`config.mk`:
```
export PLATFORM = sky130hd
export DESIGN_NAME = ieb_bank
export DESIGN_NICKNAME = d
export VERILOG_FILES = /design/src/design/ieb_pkg.sv /design/src/design/ieb_reg.sv /design/src/design/ieb_bank.sv
export SDC_FILE = /design/constraint.sdc
export NUM_CORES = 1
export LEC_CHECK = 0
export ABC_CLOCK_PERIOD_IN_PS = 1170
export BUFFER_PORTS_ARGS = -buffer_cell sky130_fd_sc_hd__buf_2
export CAP_MARGIN = 25
export CORE_MARGIN = 1
export CORE_UTILIZATION = 33
export CTS_BUF_LIST = sky130_fd_sc_hd__clkbuf_16
export DETAILED_ROUTE_END_ITERATION = 12
export PLACE_DENSITY_LB_ADDON = 0.08
export SETUP_SLACK_MARGIN = 0.1
export SYNTH_ARGS = -nofsm -noshare
export SYNTH_HDL_FRONTEND = slang
export SYNTH_SLANG_ARGS = --single-unit
```
`constraint.sdc`:
```
create_clock -name clock -period 1.17 [get_ports clock]
set_input_delay 0.234 -clock clock [delete_from_list [all_inputs] [get_ports clock]]
set_output_delay 0.234 -clock clock [all_outputs]
set_load 0.1 [all_outputs]
```
`src/design/ieb_pkg.sv`:
```
// Purpose: Constants for the interrupt enable bank.
// Assumes: Five 16-bit enable registers on a plain register port.
// Notes: Offsets are word indices on the register port.
package ieb_pkg;
  localparam int IEB_AW = 3;
  localparam int IEB_DW = 16;
  localparam logic [2:0] IEB_OFF_BANK1 = 3'h0;
  localparam logic [2:0] IEB_OFF_BANK2 = 3'h1;
  localparam logic [2:0] IEB_OFF_BANK3 = 3'h2;
  localparam logic [2:0] IEB_OFF_BANK4 = 3'h3;
  localparam logic [2:0] IEB_OFF_BANK5 = 3'h4;
  localparam logic [15:0] IEB_RESET = 16'h0000;
  // Implemented-bit masks; zeros mark positions that read zero and ignore writes.
  localparam logic [15:0] IEB_MASK1 = 16'hfedf;
  localparam logic [15:0] IEB_MASK2 = 16'h3fe3;
  localparam logic [15:0] IEB_MASK3 = 16'h4066;
  localparam logic [15:0] IEB_MASK4 = 16'h210e;
  localparam logic [15:0] IEB_MASK5 = 16'h3fbe;
  // Field positions used to name individual gates.
  localparam int IEB_B1_UART2_TX = 15;
  localparam int IEB_B1_EXT2 = 13;
  localparam int IEB_B1_EXT1 = 4;
  localparam int IEB_B3_CALENDAR = 14;
  localparam int IEB_B3_EXT4 = 6;
  localparam int IEB_B3_EXT3 = 5;
  localparam int IEB_B4_CHARGE = 13;
  localparam int IEB_B4_LOW_VOLT = 8;
  localparam int IEB_B4_CHECKSUM = 3;
endpackage : ieb_pkg

```
`src/design/ieb_reg.sv`:
```
// Purpose: One masked enable register of the bank.
// Assumes: Write strobe is one cycle, same clock domain.
// Notes: Unimplemented bits are never stored, so they always read zero.
`timescale 1ns/1ps
module ieb_reg #(
  parameter logic [15:0] MASK = 16'hffff
) (
  // Clock and reset
  input wire logic clock,
  input wire logic resetn,
  // Write side
  input wire logic load,
  input wire logic [15:0] wdata,
  // Stored value
  output logic [15:0] value
);
  import ieb_pkg::*;

  typedef struct packed {
    logic [15:0] value;
  } ieb_reg_s;

  ieb_reg_s state;
  ieb_reg_s next_state;

  always_comb begin
    next_state = state;
    if (load) begin
      next_state.value = wdata & MASK;
    end
  end

  always_ff @(posedge clock or negedge resetn) begin
    if (!resetn) begin
      state <= '{value: IEB_RESET};
    end else begin
      state <= next_state;
    end
  end

  assign value = state.value;
endmodule : ieb_reg

```
`src/design/ieb_bank.sv`:
```
// Purpose: Bank of five interrupt enable registers gating pending requests.
// Assumes: Single clock; register port is a same-domain master.
// Notes: Flags and priorities live elsewhere; this block only gates requests.
//
// Summary of operation
// - Enable one passes request, zero blocks it
// - Bank 1 high byte: uart2, pin2, timers
// - Bank 1 low byte: captures, pin1, misc
// - Bank 2: parallel, compares, captures, spi2
// - Bank 3: calendar, pins 3-4, i2c2
// - Bank 4: charge, low voltage, checksum, uart errors
// - Bank 5: capture9, compare9, spi3, uart3-4, i2c3
`timescale 1ns/1ps
module ieb_bank (
  // Clock and reset
  input wire logic clock,
  input wire logic resetn,
  // Register port
  input wire logic [ieb_pkg::IEB_AW-1:0] addr,
  input wire logic [ieb_pkg::IEB_DW-1:0] wdata,
  input wire logic write,
  input wire logic read,
  output logic [ieb_pkg::IEB_DW-1:0] rdata,
  // Pending flags from the flag registers, one word per bank
  input wire logic [15:0] flags1,
  input wire logic [15:0] flags2,
  input wire logic [15:0] flags3,
  input wire logic [15:0] flags4,
  input wire logic [15:0] flags5,
  // Requests passed on to arbitration
  output logic [15:0] request1,
  output logic [15:0] request2,
  output logic [15:0] request3,
  output logic [15:0] request4,
  output logic [15:0] request5,
  // Named gates that other logic watches directly
  output logic ext_pin1_gate,
  output logic ext_pin2_gate,
  output logic ext_pin3_gate,
  output logic ext_pin4_gate,
  output logic calendar_gate,
  output logic low_voltage_gate,
  output logic checksum_gen_gate,
  output logic charge_timer_gate
);
  import ieb_pkg::*;

  typedef struct packed {
    logic [15:0] rdata;
  } ieb_bank_s;

  ieb_bank_s state;
  ieb_bank_s next_state;
  logic [15:0] bank1;
  logic [15:0] bank2;
  logic [15:0] bank3;
  logic [15:0] bank4;
  logic [15:0] bank5;

  function automatic logic hit(input logic [2:0] a, input logic [2:0] off);
    hit = (a == off);
  endfunction : hit

  // Bank 1 high byte bit 8 and low byte bit 5 are holes in the mask.
  ieb_reg #(.MASK(IEB_MASK1)) u_bank1 (
    .clock(clock),
    .resetn(resetn),
    .load(write && hit(addr, IEB_OFF_BANK1)),
    .wdata(wdata),
    .value(bank1)
  );
  ieb_reg #(.MASK(IEB_MASK2)) u_bank2 (
    .clock(clock),
    .resetn(resetn),
    .load(write && hit(addr, IEB_OFF_BANK2)),
    .wdata(wdata),
    .value(bank2)
  );
  ieb_reg #(.MASK(IEB_MASK3)) u_bank3 (
    .clock(clock),
    .resetn(resetn),
    .load(write && hit(addr, IEB_OFF_BANK3)),
    .wdata(wdata),
    .value(bank3)
  );
  ieb_reg #(.MASK(IEB_MASK4)) u_bank4 (
    .clock(clock),
    .resetn(resetn),
    .load(write && hit(addr, IEB_OFF_BANK4)),
    .wdata(wdata),
    .value(bank4)
  );
  ieb_reg #(.MASK(IEB_MASK5)) u_bank5 (
    .clock(clock),
    .resetn(resetn),
    .load(write && hit(addr, IEB_OFF_BANK5)),
    .wdata(wdata),
    .value(bank5)
  );

  // Read data is registered so it stands only in the cycle after the strobe.
  always_comb begin
    next_state.rdata = 16'h0000;
    if (read) begin
      case (addr)
        IEB_OFF_BANK1: next_state.rdata = bank1;
        IEB_OFF_BANK2: next_state.rdata = bank2;
        IEB_OFF_BANK3: next_state.rdata = bank3;
        IEB_OFF_BANK4: next_state.rdata = bank4;
        IEB_OFF_BANK5: next_state.rdata = bank5;
        default: next_state.rdata = 16'h0000;
      endcase
    end
  end

  always_ff @(posedge clock or negedge resetn) begin
    if (!resetn) begin
      state <= '{rdata: 16'h0000};
    end else begin
      state <= next_state;
    end
  end

  assign rdata = state.rdata;

  // A flag with its enable clear never reaches arbitration.
  assign request1 = flags1 & bank1;
  assign request2 = flags2 & bank2;
  assign request3 = flags3 & bank3;
  assign request4 = flags4 & bank4;
  assign request5 = flags5 & bank5;

  // Enabling a pin gate is useless unless software also routes the pin.
  assign ext_pin1_gate = bank1[IEB_B1_EXT1];
  assign ext_pin2_gate = bank1[IEB_B1_EXT2];
  assign ext_pin3_gate = bank3[IEB_B3_EXT3];
  assign ext_pin4_gate = bank3[IEB_B3_EXT4];
  assign calendar_gate = bank3[IEB_B3_CALENDAR];
  assign low_voltage_gate = bank4[IEB_B4_LOW_VOLT];
  assign checksum_gen_gate = bank4[IEB_B4_CHECKSUM];
  assign charge_timer_gate = bank4[IEB_B4_CHARGE];

  AST_REQ_GATED: assert property (@(posedge clock) disable iff (!resetn)
    ((request1 & ~(flags1 & IEB_MASK1)) == 16'h0000)
    && ((request2 & ~(flags2 & IEB_MASK2)) == 16'h0000)
    && ((request3 & ~(flags3 & IEB_MASK3)) == 16'h0000)
    && ((request4 & ~(flags4 & IEB_MASK4)) == 16'h0000)
    && ((request5 & ~(flags5 & IEB_MASK5)) == 16'h0000))
    else $error("Request passed without its flag or an implemented enable.");

  AST_READ_BACK: assert property (@(posedge clock) disable iff (!resetn)
    (write && hit(addr, IEB_OFF_BANK2)) ##1 (read && hit(addr, IEB_OFF_BANK2))
    |=> rdata == (($past(wdata, 2)) & IEB_MASK2))
    else $error("Bank 2 read-back differs from masked write.");

  AST_HOLES1: assert property (@(posedge clock) disable iff (!resetn)
    (bank1 & ~IEB_MASK1) == 16'h0000)
    else $error("Bank 1 hole bit set.");

  AST_HOLES3: assert property (@(posedge clock) disable iff (!resetn)
    (bank3 & ~IEB_MASK3) == 16'h0000)
    else $error("Bank 3 hole bit set.");

  AST_HOLES4: assert property (@(posedge clock) disable iff (!resetn)
    (bank4 & ~IEB_MASK4) == 16'h0000)
    else $error("Bank 4 hole bit set.");

  AST_HOLES5: assert property (@(posedge clock) disable iff (!resetn)
    (bank5 & ~IEB_MASK5) == 16'h0000)
    else $error("Bank 5 hole bit set.");

  AST_WRITE2: assert property (@(posedge clock) disable iff (!resetn)
    write && hit(addr, IEB_OFF_BANK2) |=> bank2 == ($past(wdata) & IEB_MASK2))
    else $error("Bank 2 did not take write.");

  AST_HOLD1: assert property (@(posedge clock) disable iff (!resetn)
    !(write && hit(addr, IEB_OFF_BANK1)) |=> $stable(bank1))
    else $error("Bank 1 changed without a write.");

  AST_IDLE_READ: assert property (@(posedge clock) disable iff (!resetn)
    !read |=> rdata == 16'h0000)
    else $error("Read data without a read strobe.");

  // Per-bank checks tie banks, requests and gates back to the write that set them; read data are checked against the register.
  AST_HOLES2: assert property (@(posedge clock) disable iff (!resetn)
    (bank2 & ~IEB_MASK2) == 16'h0000)
    else $error("Bank 2 hole bit set.");

  AST_WRITE1: assert property (@(posedge clock) disable iff (!resetn)
    write && hit(addr, IEB_OFF_BANK1)
    |=> bank1 == ($past(wdata) & IEB_MASK1))
    else $error("Bank 1 did not take write.");

  AST_WRITE3: assert property (@(posedge clock) disable iff (!resetn)
    write && hit(addr, IEB_OFF_BANK3)
    |=> bank3 == ($past(wdata) & IEB_MASK3))
    else $error("Bank 3 did not take write.");

  AST_WRITE4: assert property (@(posedge clock) disable iff (!resetn)
    write && hit(addr, IEB_OFF_BANK4)
    |=> bank4 == ($past(wdata) & IEB_MASK4))
    else $error("Bank 4 did not take write.");

  AST_WRITE5: assert property (@(posedge clock) disable iff (!resetn)
    write && hit(addr, IEB_OFF_BANK5)
    |=> bank5 == ($past(wdata) & IEB_MASK5))
    else $error("Bank 5 did not take write.");

  AST_HOLD2: assert property (@(posedge clock) disable iff (!resetn)
    !(write && hit(addr, IEB_OFF_BANK2)) |=> $stable(bank2))
    else $error("Bank 2 changed without a write.");

  AST_HOLD3: assert property (@(posedge clock) disable iff (!resetn)
    !(write && hit(addr, IEB_OFF_BANK3)) |=> $stable(bank3))
    else $error("Bank 3 changed without a write.");

  AST_HOLD4: assert property (@(posedge clock) disable iff (!resetn)
    !(write && hit(addr, IEB_OFF_BANK4)) |=> $stable(bank4))
    else $error("Bank 4 changed without a write.");

  AST_HOLD5: assert property (@(posedge clock) disable iff (!resetn)
    !(write && hit(addr, IEB_OFF_BANK5)) |=> $stable(bank5))
    else $error("Bank 5 changed without a write.");

  AST_READ1: assert property (@(posedge clock) disable iff (!resetn)
    read && hit(addr, IEB_OFF_BANK1)
    |=> rdata == $past(bank1))
    else $error("Bank 1 read data differ from the register.");

  AST_READ2: assert property (@(posedge clock) disable iff (!resetn)
    read && hit(addr, IEB_OFF_BANK2)
    |=> rdata == $past(bank2))
    else $error("Bank 2 read data differ from the register.");

  AST_READ3: assert property (@(posedge clock) disable iff (!resetn)
    read && hit(addr, IEB_OFF_BANK3)
    |=> rdata == $past(bank3))
    else $error("Bank 3 read data differ from the register.");

  AST_READ4: assert property (@(posedge clock) disable iff (!resetn)
    read && hit(addr, IEB_OFF_BANK4)
    |=> rdata == $past(bank4))
    else $error("Bank 4 read data differ from the register.");

  AST_READ5: assert property (@(posedge clock) disable iff (!resetn)
    read && hit(addr, IEB_OFF_BANK5)
    |=> rdata == $past(bank5))
    else $error("Bank 5 read data differ from the register.");

  AST_REQ_WRITE1: assert property (@(posedge clock) disable iff (!resetn)
    write && hit(addr, IEB_OFF_BANK1)
    |=> request1 == (flags1 & $past(wdata) & IEB_MASK1))
    else $error("Bank 1 requests do not follow the written enables.");

  AST_REQ_WRITE2: assert property (@(posedge clock) disable iff (!resetn)
    write && hit(addr, IEB_OFF_BANK2)
    |=> request2 == (flags2 & $past(wdata) & IEB_MASK2))
    else $error("Bank 2 requests do not follow the written enables.");

  AST_REQ_WRITE3: assert property (@(posedge clock) disable iff (!resetn)
    write && hit(addr, IEB_OFF_BANK3)
    |=> request3 == (flags3 & $past(wdata) & IEB_MASK3))
    else $error("Bank 3 requests do not follow the written enables.");

  AST_REQ_WRITE4: assert property (@(posedge clock) disable iff (!resetn)
    write && hit(addr, IEB_OFF_BANK4)
    |=> request4 == (flags4 & $past(wdata) & IEB_MASK4))
    else $error("Bank 4 requests do not follow the written enables.");

  AST_REQ_WRITE5: assert property (@(posedge clock) disable iff (!resetn)
    write && hit(addr, IEB_OFF_BANK5)
    |=> request5 == (flags5 & $past(wdata) & IEB_MASK5))
    else $error("Bank 5 requests do not follow the written enables.");

  AST_GATES_B1: assert property (@(posedge clock) disable iff (!resetn)
    write && hit(addr, IEB_OFF_BANK1)
    |=> (ext_pin1_gate == $past(wdata[IEB_B1_EXT1]))
    && (ext_pin2_gate == $past(wdata[IEB_B1_EXT2])))
    else $error("Bank 1 pin gates do not follow the write.");

  AST_GATES_B3: assert property (@(posedge clock) disable iff (!resetn)
    write && hit(addr, IEB_OFF_BANK3)
    |=> (ext_pin3_gate == $past(wdata[IEB_B3_EXT3]))
    && (ext_pin4_gate == $past(wdata[IEB_B3_EXT4]))
    && (calendar_gate == $past(wdata[IEB_B3_CALENDAR])))
    else $error("Bank 3 gates do not follow the write.");

  AST_GATES_B4: assert property (@(posedge clock) disable iff (!resetn)
    write && hit(addr, IEB_OFF_BANK4)
    |=> (low_voltage_gate == $past(wdata[IEB_B4_LOW_VOLT]))
    && (checksum_gen_gate == $past(wdata[IEB_B4_CHECKSUM]))
    && (charge_timer_gate == $past(wdata[IEB_B4_CHARGE])))
    else $error("Bank 4 gates do not follow the write.");

  AST_REFUSED_WRITE: assert property (@(posedge clock) disable iff (!resetn)
    write && (addr > IEB_OFF_BANK5)
    |=> $stable(bank1) && $stable(bank2) && $stable(bank3)
    && $stable(bank4) && $stable(bank5))
    else $error("Write to an unused index changed a bank.");

  AST_READ_UNUSED: assert property (@(posedge clock) disable iff (!resetn)
    read && (addr > IEB_OFF_BANK5) |=> rdata == 16'h0000)
    else $error("Read of an unused index returned data.");
endmodule : ieb_bank

```
# Word-level counts from Yosys, hierarchy flattened
# Index checks and enable logic that the tools add are counted.
op_classes:
  n_eq_ne: 4
  n_mux: 2
  magnitude_cmp: 0
  mul: 0
  bitwise: 5
  n_div: 0
  n_shift: 0
  add_sub_neg: 0
  reduce_logical: 6
op_table:
  columns: ["operator", "n"]
  rows:
  - ["$pmux 16 s5", 1]
  - ["$and 16x14->16", 3]
  - ["$and 16x15->16", 1]
  - ["$and 16x16->16", 1]
  - ["$mux 16", 1]
  - ["$eq 3x2->1 const B", 2]
  - ["$logic_and 1x1->1", 5]
  - ["$eq 3x1->1 const B", 1]
  - ["$eq 3x3->1 const B", 1]
  - ["$logic_not 3->1", 1]
totals:
  latch_bits: 0
  ram_bits: 0
  elab_cells: 23
  romBits: 0
  ff_bits: 63
  mem_count: 0

# Depth between registers and ports, before layout
# Gate-level depths: netlist (run 1).
logic_depth:
  depth_word: 3
  depth_mapped: 5

# Modules after synthesis
# Synthesis (run 1) repeated with hierarchy kept, for this count alone.
hier_totals:
  cells_unflattened: 373
  hier_area_um2: 3957.5
modules_own_cells:
  columns: ["mod", "cells_per_inst", "area_per_inst_um2", "n_inst"]
  rows:
  - ["ieb_bank", 238, 1876.8, 1]
  - ["ieb_reg at u_bank1", 32, 538.0, 1]
  - ["ieb_reg at u_bank3 ...", 22, 267.8, 2]
  - ["ieb_reg at u_bank5", 30, 518.0, 1]
  - ["ieb_reg at u_bank2", 29, 489.2, 1]

# Worst setup path after synthesis (run 1)
# OpenSTA, ideal clock, no wires.
synth_timing:
  kind: "register to output"
  start: "register u_bank3.state (netlist bit u_bank3.value[5])"
  end: "output request3[5]"
  arrival_time_ns: 1.794
  path_slack_ns: -0.858
  t_required_ns: 0.936
  path_stages_with_launch: 2
  cell_sequence: "dfrtp_1 -> and2_1"
synth_between:
  elab_chain_cells: 1
synth_lines:
  columns: ["item", "line", "source"]
  rows:
  - ["start, declared", "ieb_reg.sv:23", "ieb_reg_s state;"]
  - ["start signal, assigned", "ieb_reg.sv:35", "state <= '{value: IEB_RESET};"]
  - ["start signal, assigned", "ieb_reg.sv:37", "state <= next_state;"]
  - ["$and 16x15->16", "ieb_bank.sv:129", "assign request3 = flags3 & bank3;"]
  - ["end, declared", "ieb_bank.sv:33", "output logic [15:0] request3,"]
# Every way passes these cells.

# Worst setup path in the final report (run 1)
layout_timing:
  start: "register u_bank3.state (netlist bit u_bank3.value[1])"
  end: "output request3[1]"
# The elaborated chain is that of the path after synthesis.

==> results.txt, run 1 <==
----------------------------------------------------
[Min path]
  Class of the worst hold path ... in2reg

[Synth]
  Cell count after synthesis ... 268
  Xor and xnor area share after synthesis ... 0%
  Share of synthesized cell area in full adder, half adder and majority cells ... 0%
  Proportion of synthesized chip area in sequential cells ... approximately 50%
  Flip-flop and latch count after synthesis ... 63
  Synthesized area per cell ... ~12 um^2
  Multiplexer fraction of the synthesized cell area ... between 20% and 30%
  Simple logic cell fraction of the synthesized area ... 16.1%
  Synthesis warning total ... 0
  Synth Area in Compound Gates ... 3.65%
  Cell area after synthesis ... 3230 um^2
  Number of distinct standard cells referenced by the synthesized netlist ... 35
  Main combinational cell family by area after synthesis ... multiplexers

[Placement]
  GPL Wtd Cong ... 0.779
  Count of input and output buffers ... 140
  Detail Placement HPWL ... ~6.4 mm
  Placed Cells ... approximately 560
  Place WS ... -243 ps
  Placed cell areas ... about 5400 um^2

[Flow run]
  Maxcap violations ... 0

[Clock tree]
  Clock latency at the later pin of the worst-skew pair ... 330 ps
  TritonCTS Sinks ... 63
  Number of buffers on the longest clock path ... 2
  Inserted Clock Buffers ... 9
  Buffer type at the clock tree root ... clkbuf_16
  Total number of H-tree levels ... 3
  Clock tree from TritonCTS ... yes
  Clock-pin slew on the worst setup and hold paths ... 60 ps

[Finish]
  Final cell utilization of the core ... 69.8%
  Total inserted antenna cells ... 0
  Filler instances ... between 600 and 700
  Final cell count without fillers ... between 600 and 700
  Area overhead of the layout relative to synthesis ... 103%
  Number of nets at the end of the flow ... 612
  Ratio of cells with drive above 1 in the final layout ... roughly three quarters
  Final instance area ... 6540 um^2

[Power]
  P per Cell Area ... 1890 nW/um^2
  Static Leakage ... 3.14 nW
  Peak ir drop on the vdd network ... 0.00102 V

[Outcome]
  Run status ... finished with violations
  Violated checks ... negative setup slack

[Routing]
  Remaining design rule violation count ... 0
  DRT Pass-1 Iters ... 4
  Via total after detailed routing ... 2,839
  Post-detailed-route count of antenna-violating nets ... 0
  DR vias/cell ... 4.42
  Wire length per cell ... 14.4 um
  Drt total wl ... 9.27 mm
  First-iteration detailed-routing DRC count ... 62

[Worst setup path]
  Worst endpoint data arrival time ... 1140 ps
  Endpoint kind of the worst setup timing path ... output pin
  Type of element launching the critical path ... register
  WP data required ... about 940 ps
  Setup CP Type ... reg2out
  Largest fanout on the critical path ... 2

[Die]
  Die Area ... 10,200 um^2
  Die extent in y ... 101 um
  Io pins ... slightly above 200
  Horiz. Die Dim ... slightly above 100 um
  Placeable core area ... 9370 um^2
  Initial Util ... 34.4%
  # rows ... 35

[Global route]
  Initial antenna violation count ... 1
  Global-route wire length before repair ... 14.1 mm
  Overall track demand over capacity in global routing ... between 10% and 20%
  Total congestion overflow ... 0
  Largest net degree at the start of global routing ... 64
  Via count of the first global-routing pass ... 2,773

[STA]
  Final cycle utilization of the critical path ... 118%
  Layout Skew ... roughly 10 ps
  PnR worst setup slack ... -205 ps
  Shortest period the worst path allows ... ~1400 ps
  Count of pins over their slew limit ... 0
  Setup violation total in the final timing report ... 58
  RSZ-0062 raised after global routing ... true
  Number of hold-slack violations in the final timing report ... 0
  Maximum achievable frequency ... 0.727 GHz

----------------------------------------------------
## cells by family after synthesis
group	Yosys count
multiplexers	60
AND/OR/NAND/NOR	82
AO/OA/AOI/OAI	18
buffers and inverters	44
other	1
flip-flops	63
## what timing repair did
item	in CTS	in global routing
setup endpoints to repair	76	110
setup buffers	53	14
cloned	1	0
gates resized for setup	82	16
hold buffers	1	0
hold endpoints to repair	63	0
pin swaps	13	5
## area by class of cell
type,count,area [um^2],share of cell area [%]
Clock inverter,7,80.1,1.22
Clock buffer,9,225,3.44
Inverter,2,7.51,0.115
Multi-Input combinational cell,193,1750,26.8
Sequential cell,63,1620,24.8
Timing Repair Buffer,240,2690,41.1
Tap cell,129,161,2.47
## path summary, 6_finish.rpt
path	startpoint	to	slack [ps]	cells after the start
worst max-delay path	u_bank3.value[1]	request3[1]	-200	3
min in group asynchronous	resetn	u_bank1.value[10]	460	3
max in group asynchronous	resetn	u_bank1.value[13]	390	3
worst min register to register	u_bank2.value[8]	u_bank2.value[8]	540	1
worst min-delay path	wdata[4]	u_bank1.value[4]	150	2
worst max register to register	u_bank3.value[1]	rdata[1]	-160	3
## metal layers
layer  share of wire [%]  wire [um]  vias to the layer above  GRT usage, %
li1                    -          -                     1337             -
met3                 4.9        458                       17          4.30
met5               0.086          8                        -             0
met4                 2.1        197                        2          7.69
met2                  52       4840                      111          32.7
met1                  41       3760                     1372          22.3
## state kept, by name (all words and copies together) (netlist names)
name and cells:
u_bank2.value 11, u_bank5.value 12, rdata 16, u_bank1.value 14
u_bank3.value 5, u_bank4.value 5
## placed cells by master (no fill, tap or decap), types with 17 or more instances in the layout
cell / instances
conb_1: 33
and2_4: 47
buf_6: 26
buf_12: 74
dfrtp_2: 17
dfrtp_1: 39
buf_4: 70
buf_2: 67
mux2_4: 40
## worst max-delay path, stage by stage, from the launching register on
cell and delay, ps:
dfrtp_1 390, buf_6 120, and2_4 140, buf_12 160
## Yosys cell counts, drive strengths merged
master	number	area [um^2]
a211o	1	8.76
a211oi	1	7.51
a21oi	7	35.0
a221oi	1	8.76
a2bb2oi	2	17.5
a31oi	1	6.26
a32o	1	10.0
a32oi	1	8.76
and2	47	294
and3	1	6.26
buf	42	322
conb	1	3.75
dfrtp	63	1580
inv	2	7.50
mux2	54	608
mux2i	5	50.1
mux4	1	22.5
nand2	14	52.6
nand2b	1	13.8
nand3	2	10.0
nand4	1	12.5
nor2	4	15.0
nor2b	2	12.5
nor3	5	52.6
nor3b	3	33.8
nor4	1	6.26
nor4b	1	8.76
o21ai	3	15.0
## per-stage QoR
step,power (W),TNS (ps),hold WS [ps]
6_report,0.0123,-6360,147
5_1_grt,0.0127,-7920,151
4_1_cts,0.0122,-6800,141
3_5_place_dp,0.00852,-10160,275
3_3_place_gp,0.00846,-9510,272
2_1_floorplan,0.00663,-4590,-61.6
## report_power, final
group	switching [W]	internal, W
combinational	0.00376	0.00290
sequential	0.000290	0.00262
clock	0.000933	0.00183
total	0.00498	0.00735
No activity file was read; power rests on OpenSTA's default activity.
==> inputs of run 2 (changes only) <==
Settings changed: ABC_CLOCK_PERIOD_IN_PS 1170 to 1650, SKIP_LAST_GASP from default to 1, SLEW_MARGIN from default to 40.
Clock period 1.17 ns to 1.65 ns, I/O delays scaled along.
==> results.txt, run 2 (synthesis results as in run 1) <==
----------------------------------------------------
[Routing]
  Via total after detailed routing ... 2,499
  First-iteration detailed-routing DRC count ... 82
  Wire length per cell ... 13.9 um
  Post-detailed-route count of antenna-violating nets ... 0
  Drt total wl ... a little under 8 mm
  Remaining design rule violation count ... 0
  DRT Pass-1 Iters ... 4
  DR vias/cell ... 4.46

[Clock tree]
  Clock latency at the later pin of the worst-skew pair ... 320 ps
  Buffers inserted by post-CTS timing repair ... 0
  Inserted Clock Buffers ... 9
  Buffer type at the clock tree root ... clkbuf_16
  Number of buffers inserted for hold repair after clock tree synthesis ... 0
  Clock-pin slew on the worst setup and hold paths ... about 50 ps
  Total number of H-tree levels ... 3
  Clock tree from TritonCTS ... yes
  TritonCTS Sinks ... 63
  Number of buffers on the longest clock path ... 2

[Worst setup path]
  Largest fanout on the critical path ... 4
  Category of cells accounting for the largest share of critical-path delay ... buffers and inverters
  Worst path slowest cell ... buf_2
  Worst endpoint data arrival time ... 1160 ps
  Type of element launching the critical path ... register
  Setup CP Type ... reg2out
  Maximum cell stage delay along the critical path ... 450 ps
  Cell-by-cell trace of the critical path ... buf_2
  WP data required ... roughly 1300 ps
  Worst setup path start ... u_bank4.value[3]
  Count of buffer and inverter cells on the critical path ... 1
  Endpoint kind of the worst setup timing path ... output pin
  Origin of the critical flop-to-flop path ... u_bank3.value[1]

[Die]
  Die Area ... 10,200 um^2
  Die extent in y ... 101 um
  Io pins ... 207
  # rows ... 35
  Placeable core area ... ~9400 um^2
  Initial Util ... 34.4%
  Horiz. Die Dim ... 101 um

[STA]
  RSZ-0062 raised after global routing ... false
  Number of hold-slack violations in the final timing report ... 0
  Layout Skew ... ~5.4 ps
  Maximum achievable frequency ... 0.670 GHz
  Setup violation total in the final timing report ... 0
  Shortest period the worst path allows ... 1490 ps
  TNS Setup ... 0 ps
  Final cycle utilization of the critical path ... 90.4%
  Tightest hold margin ... 14.5 ps
  Count of pins over their slew limit ... 0

[Global route]
  Initial antenna violation count ... 0
  Largest net degree at the start of global routing ... 64
  Total congestion overflow ... 0
  Global-route wire length before repair ... 11.9 mm
  Overall track demand over capacity in global routing ... 15.8%
  Via count of the first global-routing pass ... 2,320

[Finish]
  Number of nets at the end of the flow ... between 500 and 600
  Total inserted antenna cells ... 0
  Ratio of cells with drive above 1 in the final layout ... 56.8%
  Largest register FFs ... 16
  Final instance area ... around 4500 um^2
  Commonest non-fill, non-tap cell in the layout ... buf_2
  Filler instances ... 937
  Most used cells in the layout excluding fill and tap cells ... buf_2, buf_4, dfrtp_1
  Area overhead of the layout relative to synthesis ... 38.9%

[Placement]
  GPL Wtd Cong ... 0.718
  Detail Placement HPWL ... 5.67 mm
  Count of input and output buffers ... 140
  Placed cell areas ... 4060 um^2

[Power]
  Combinational group share of total power ... 43.1%
  Switching power of the nets ... 0.00319 W
  Peak ir drop on the vdd network ... between 0.0007 and 0.0008 V
  Sequential share of power ... 29.1%
  Static Leakage ... about 2.3 nW
  Proportion of power drawn by the clock network ... 27.8%
  Switching share of power ... 45.4%
  Int Power ... 0.00383 W
  P per Cell Area ... 1560 nW/um^2

[Outcome]
  Run status ... finished, final reports clean

[Min path]
  Class of the worst hold path ... in2async

[Flow run]
  Maxcap violations ... 0

----------------------------------------------------
-- run 2: layout make-up --
type / count / area (um^2) / area share (%)
Sequential cell: 63 / 1590 / 35.4
Multi-Input combinational cell: 193 / 1460 / 32.6
Timing Repair Buffer: 157 / 958 / 21.4
Clock buffer: 9 / 225 / 5.03
Tap cell: 129 / 161 / 3.60
Clock inverter: 7 / 81.3 / 1.82
Inverter: 2 / 7.51 / 0.168
-- run 2: final timing paths --
| path | endpoint | slack [ps] | cells after the start |
|---|---|---|---|
| min reg2reg | u_bank1.value[11] | 520 | 1 |
| min | u_bank4.value[1] | 10 | 2 |
| max reg2reg | rdata[1] | 460 | 2 |
| max in group asynchronous | u_bank3.value[14] | 1330 | 2 |
| max | checksum_gen_gate | 160 | 1 |
| min in group clock | u_bank1.value[15] | 250 | 2 |
-- run 2: timing repair --
item / CTS / global route
cloned: 0 / 0
resized for setup: 45 / 2
hold endpoints to repair: 0 / 0
setup endpoints to repair: 45 / 2
pin swaps: 0 / 0
-- run 2: metal layers --
layer / part of all wire [%] / track usage, %
met5: 0 / 0
met4: 1.6 / 6.35
met3: 5.1 / 3.81
met2: 50 / 26.2
met1: 44 / 19.9
-- run 2: power groups by stage --
| stage | Combinational [W] | Sequential (W) | Clock, W |
|---|---|---|---|
| 2_1_floorplan | 0.00208 | 0.00249 | 0 |
| 3_3_place_gp | 0.00291 | 0.00207 | 0 |
| 3_5_place_dp | 0.00293 | 0.00208 | 0 |
| 4_1_cts | 0.00303 | 0.00205 | 0.00198 |
| 5_1_grt | 0.00313 | 0.00209 | 0.00206 |
| 6_report | 0.00302 | 0.00204 | 0.00195 |
-- run 2: per-stage QoR --
| step | worst slack (ps) | instances | total power, W | utilization (%) |
|---|---|---|---|---|
| 2_1_floorplan | 210 | 300 | 0.00456 | - |
| 5_1_grt | 115 | 560 | 0.00729 | 47.8 |
| 4_1_cts | 103 | 560 | 0.00707 | 47.8 |
| 3_5_place_dp | 51.6 | 544 | 0.00501 | 43.3 |
| 3_3_place_gp | 86.8 | 544 | 0.00499 | 43.3 |
| 6_report | 158 | 560 | 0.00701 | 47.8 |
==> inputs of run 3 (changes only) <==
Settings changed: BUFFER_PORTS_ARGS -buffer_cell sky130_fd_sc_hd__buf_2 to -buffer_cell sky130_fd_sc_hd__buf_4, SYNTH_HIERARCHICAL from default to 1.
==> results.txt, run 3 <==
----------------------------------------------------
[STA]
  RSZ-0062 raised after global routing ... false
  Setup violation total in the final timing report ... 0
  Final cycle utilization of the critical path ... 90.4%
  Worst slew margin relative to its limit ... 34.8%
  Maximum achievable frequency ... 0.670 GHz
  PnR worst setup slack ... 158 ps
  TNS Setup ... 0 ps
  Shortest period the worst path allows ... 1490 ps
  Count of pins over their slew limit ... 0
  Pin slew with the least headroom to its limit ... 985 ps
  Layout Skew ... 6.15 ps
  Number of hold-slack violations in the final timing report ... 0

[Worst setup path]
  Type of element launching the critical path ... register
  WP data required ... ~1300 ps
  Count of cells along the worst register-to-register path ... 3
  Endpoint kind of the worst setup timing path ... output pin
  Setup CP Type ... reg2out
  Cell-by-cell trace of the critical path ... and2_2, buf_4
  Largest fanout on the critical path ... 4
  Setup slack on the worst flop-to-flop path ... 610 ps
  Maximum cell stage delay along the critical path ... 420 ps
  Worst endpoint data arrival time ... 1160 ps
  Worst path slowest cell ... dfrtp_2
  Origin of the critical flop-to-flop path ... u_bank4/value[3]
  FF-to-FF End ... rdata[3]

[Synth]
  Flip-flop and latch count after synthesis ... 63
  Cell taking the most area after synthesis ... dfrtp_1
  Top flip-flop cell by instance count after synthesis ... dfrtp_1
  Cell count after synthesis ... roughly 370
  Synthesis warning total ... 6
  Leading cell type by number of instances after synthesis ... and2_1
  Number of distinct standard cells referenced by the synthesized netlist ... 24
  Synth top area cells ... dfrtp_1, and2_1, mux2_2
  EDFF count, synth ... 0
  Post-synth top cells ... and2_1, dfrtp_1, buf_4
  Async set-or-reset flop fraction in the synthesized netlist ... 100%
  Synthesized area per cell ... between 10 and 15 um^2
  Post-synth top area share ... 39.8%
  Cell area after synthesis ... 3960 um^2
  Proportion of synthesized chip area in sequential cells ... between 30 and 40%

[Global route]
  Global-route wire length before repair ... 17.2 mm
  Total congestion overflow ... 0
  Initial antenna violation count ... 0
  Overall track demand over capacity in global routing ... roughly 18%
  Via count of the first global-routing pass ... 3,171
  Largest net degree at the start of global routing ... 35

[Die]
  Die extent in y ... 112 um
  Horiz. Die Dim ... 112 um
  Die Area ... approximately 12,000 um^2
  Placeable core area ... 11,600 um^2
  # rows ... 39
  Initial Util ... 34.2%
  Io pins ... just over 200

[Routing]
  First-iteration detailed-routing DRC count ... 126
  DRT Pass-1 Iters ... 8
  Remaining design rule violation count ... 16
  DR vias/cell ... 4.66
  Via total after detailed routing ... 3,284
  Post-detailed-route count of antenna-violating nets ... 0
  Drt total wl ... 11.1 mm
  Wire length per cell ... 15.8 um

[Clock tree]
  Number of buffers on the longest clock path ... 2
  TritonCTS Sinks ... 63
  Buffers inserted by post-CTS timing repair ... 0
  Clock-pin slew on the worst setup and hold paths ... 60 ps
  Clock tree from TritonCTS ... yes
  Buffer type at the clock tree root ... clkbuf_16
  Clock latency at the later pin of the worst-skew pair ... 320 ps
  Inserted Clock Buffers ... 9
  Total number of H-tree levels ... 3

[Finish]
  Ratio of cells with drive above 1 in the final layout ... 50.2%
  Largest register FFs ... 16
  Area overhead of the layout relative to synthesis ... 46.0%
  Seq. cell area ... 1590 um^2
  Final cell utilization of the core ... 50.0%
  Final instance area ... 5780 um^2
  Number of nets at the end of the flow ... 660
  Commonest non-fill, non-tap cell in the layout ... buf_4
  Most used cells in the layout excluding fill and tap cells ... buf_4, and2_1, dfrtp_1
  Filler instances ... 1,078
  Total inserted antenna cells ... 0
  Area of combinational cells with multiple inputs ... 2140 um^2

[Placement]
  Placed cell areas ... around 5500 um^2
  Count of input and output buffers ... 173
  Place WS ... 37.3 ps
  Detail Placement HPWL ... 8.54 mm
  GPL Wtd Cong ... approximately 0.70

[Min path]
  Hold Path End ... u_bank1/value[15]
  Class of the worst hold path ... in2reg
  Start point of the worst min-delay path ... wdata[15]
  Cell depth of the worst hold path ... 2

[Flow run]
  Maxcap violations ... 0

[Power]
  Peak ir drop on the vdd network ... 0.000625 V
  Final total power ... 0.00727 W
  Static Leakage ... around 2.8 nW
  P per Cell Area ... 1260 nW/um^2

[Outcome]
  Run status ... finished with violations
  Violated checks ... design-rule violations

----------------------------------------------------
## run 3: cell count changes in the layout (fill, tap and decap cells not counted), sizes merged, moves of 4 or more
cell,change
nor3b,+12
mux2i,+11
mux2,-7
buf,+44
nor3,-5
and2,+33
nor2,+14
a21oi,+9
o31a,+16
nand3b,+32
inv,-4
nand2,-12
## run 3: area by class of cell
| class | instances | area share [%] |
|---|---|---|
| clock buffers | 9 | 3.90 |
| flip-flops and latches | 63 | 27.5 |
| multi-input cells | 283 | 37.1 |
| repair buffers | 200 | 27.3 |
| clock inverters | 7 | 1.13 |
| well taps | 143 | 3.10 |
## run 3: where the power goes
group | switching [W] | leakage, nW | internal, W
Combinational | 0.00240 | 1.87 | 0.000952
Sequential | 0.000235 | 0.774 | 0.00183
Clock | 0.000692 | 0.146 | 0.00116
## run 3: what timing repair did
item	4_1_cts	5_1_grt
endpoints found under the setup margin	0	0
gates resized for setup	0	0
hold buffers	1	0
endpoints found under the hold margin	8	0
## run 3: cells by family (layout without fill, tap and decap cells)
family / count (synthesis) / count (layout) / synth area share, %
mux: 63 / 63 / 19.3
other cells: 5 / 33 / 0.474
buf+inv: 55 / 216 / 9.64
compound gates: 33 / 33 / 6.04
simple gates: 154 / 154 / 24.7
flops: 63 / 63 / 39.8
## run 3: metal layers
metal,routed length (um),vias up,global-route usage (%)
li1,-,1585,-
met3,632,5,3.43
met2,5450,122,29.4
met5,0,-,0
met1,4980,1572,24.1
met4,68,0,4.86
## run 3: worst max path at each step
stage	from	end	slack [ps]	cells after the start
4_1_cts	u_bank4/value[13]	request4[13]	140	2
2_1_floorplan	addr[0]	u_bank1/value[4]	-20	7
3_5_place_dp	addr[1]	u_bank1/value[3]	40	5
6_report	u_bank4/value[13]	request4[13]	160	2
3_3_place_gp	addr[1]	u_bank1/value[6]	80	5
5_1_grt	u_bank2/value[7]	request2[7]	110	2
## run 3: stage by stage
| stage | hold slack, ps | std cells |
|---|---|---|
| after CTS | 233 | 705 |
| after global routing | 239 | 705 |
| final | 245 | 705 |
| after detailed placement | 172 | 688 |
| after global placement | 172 | 688 |
| after floorplan | 34.4 | 401 |
## run 3: worst max-delay path: cells and delay by family (launching register included)
kind / cells / cell delay [ps]
simple gates: 1 / 190
flops: 1 / 420
buf+inv: 1 / 230
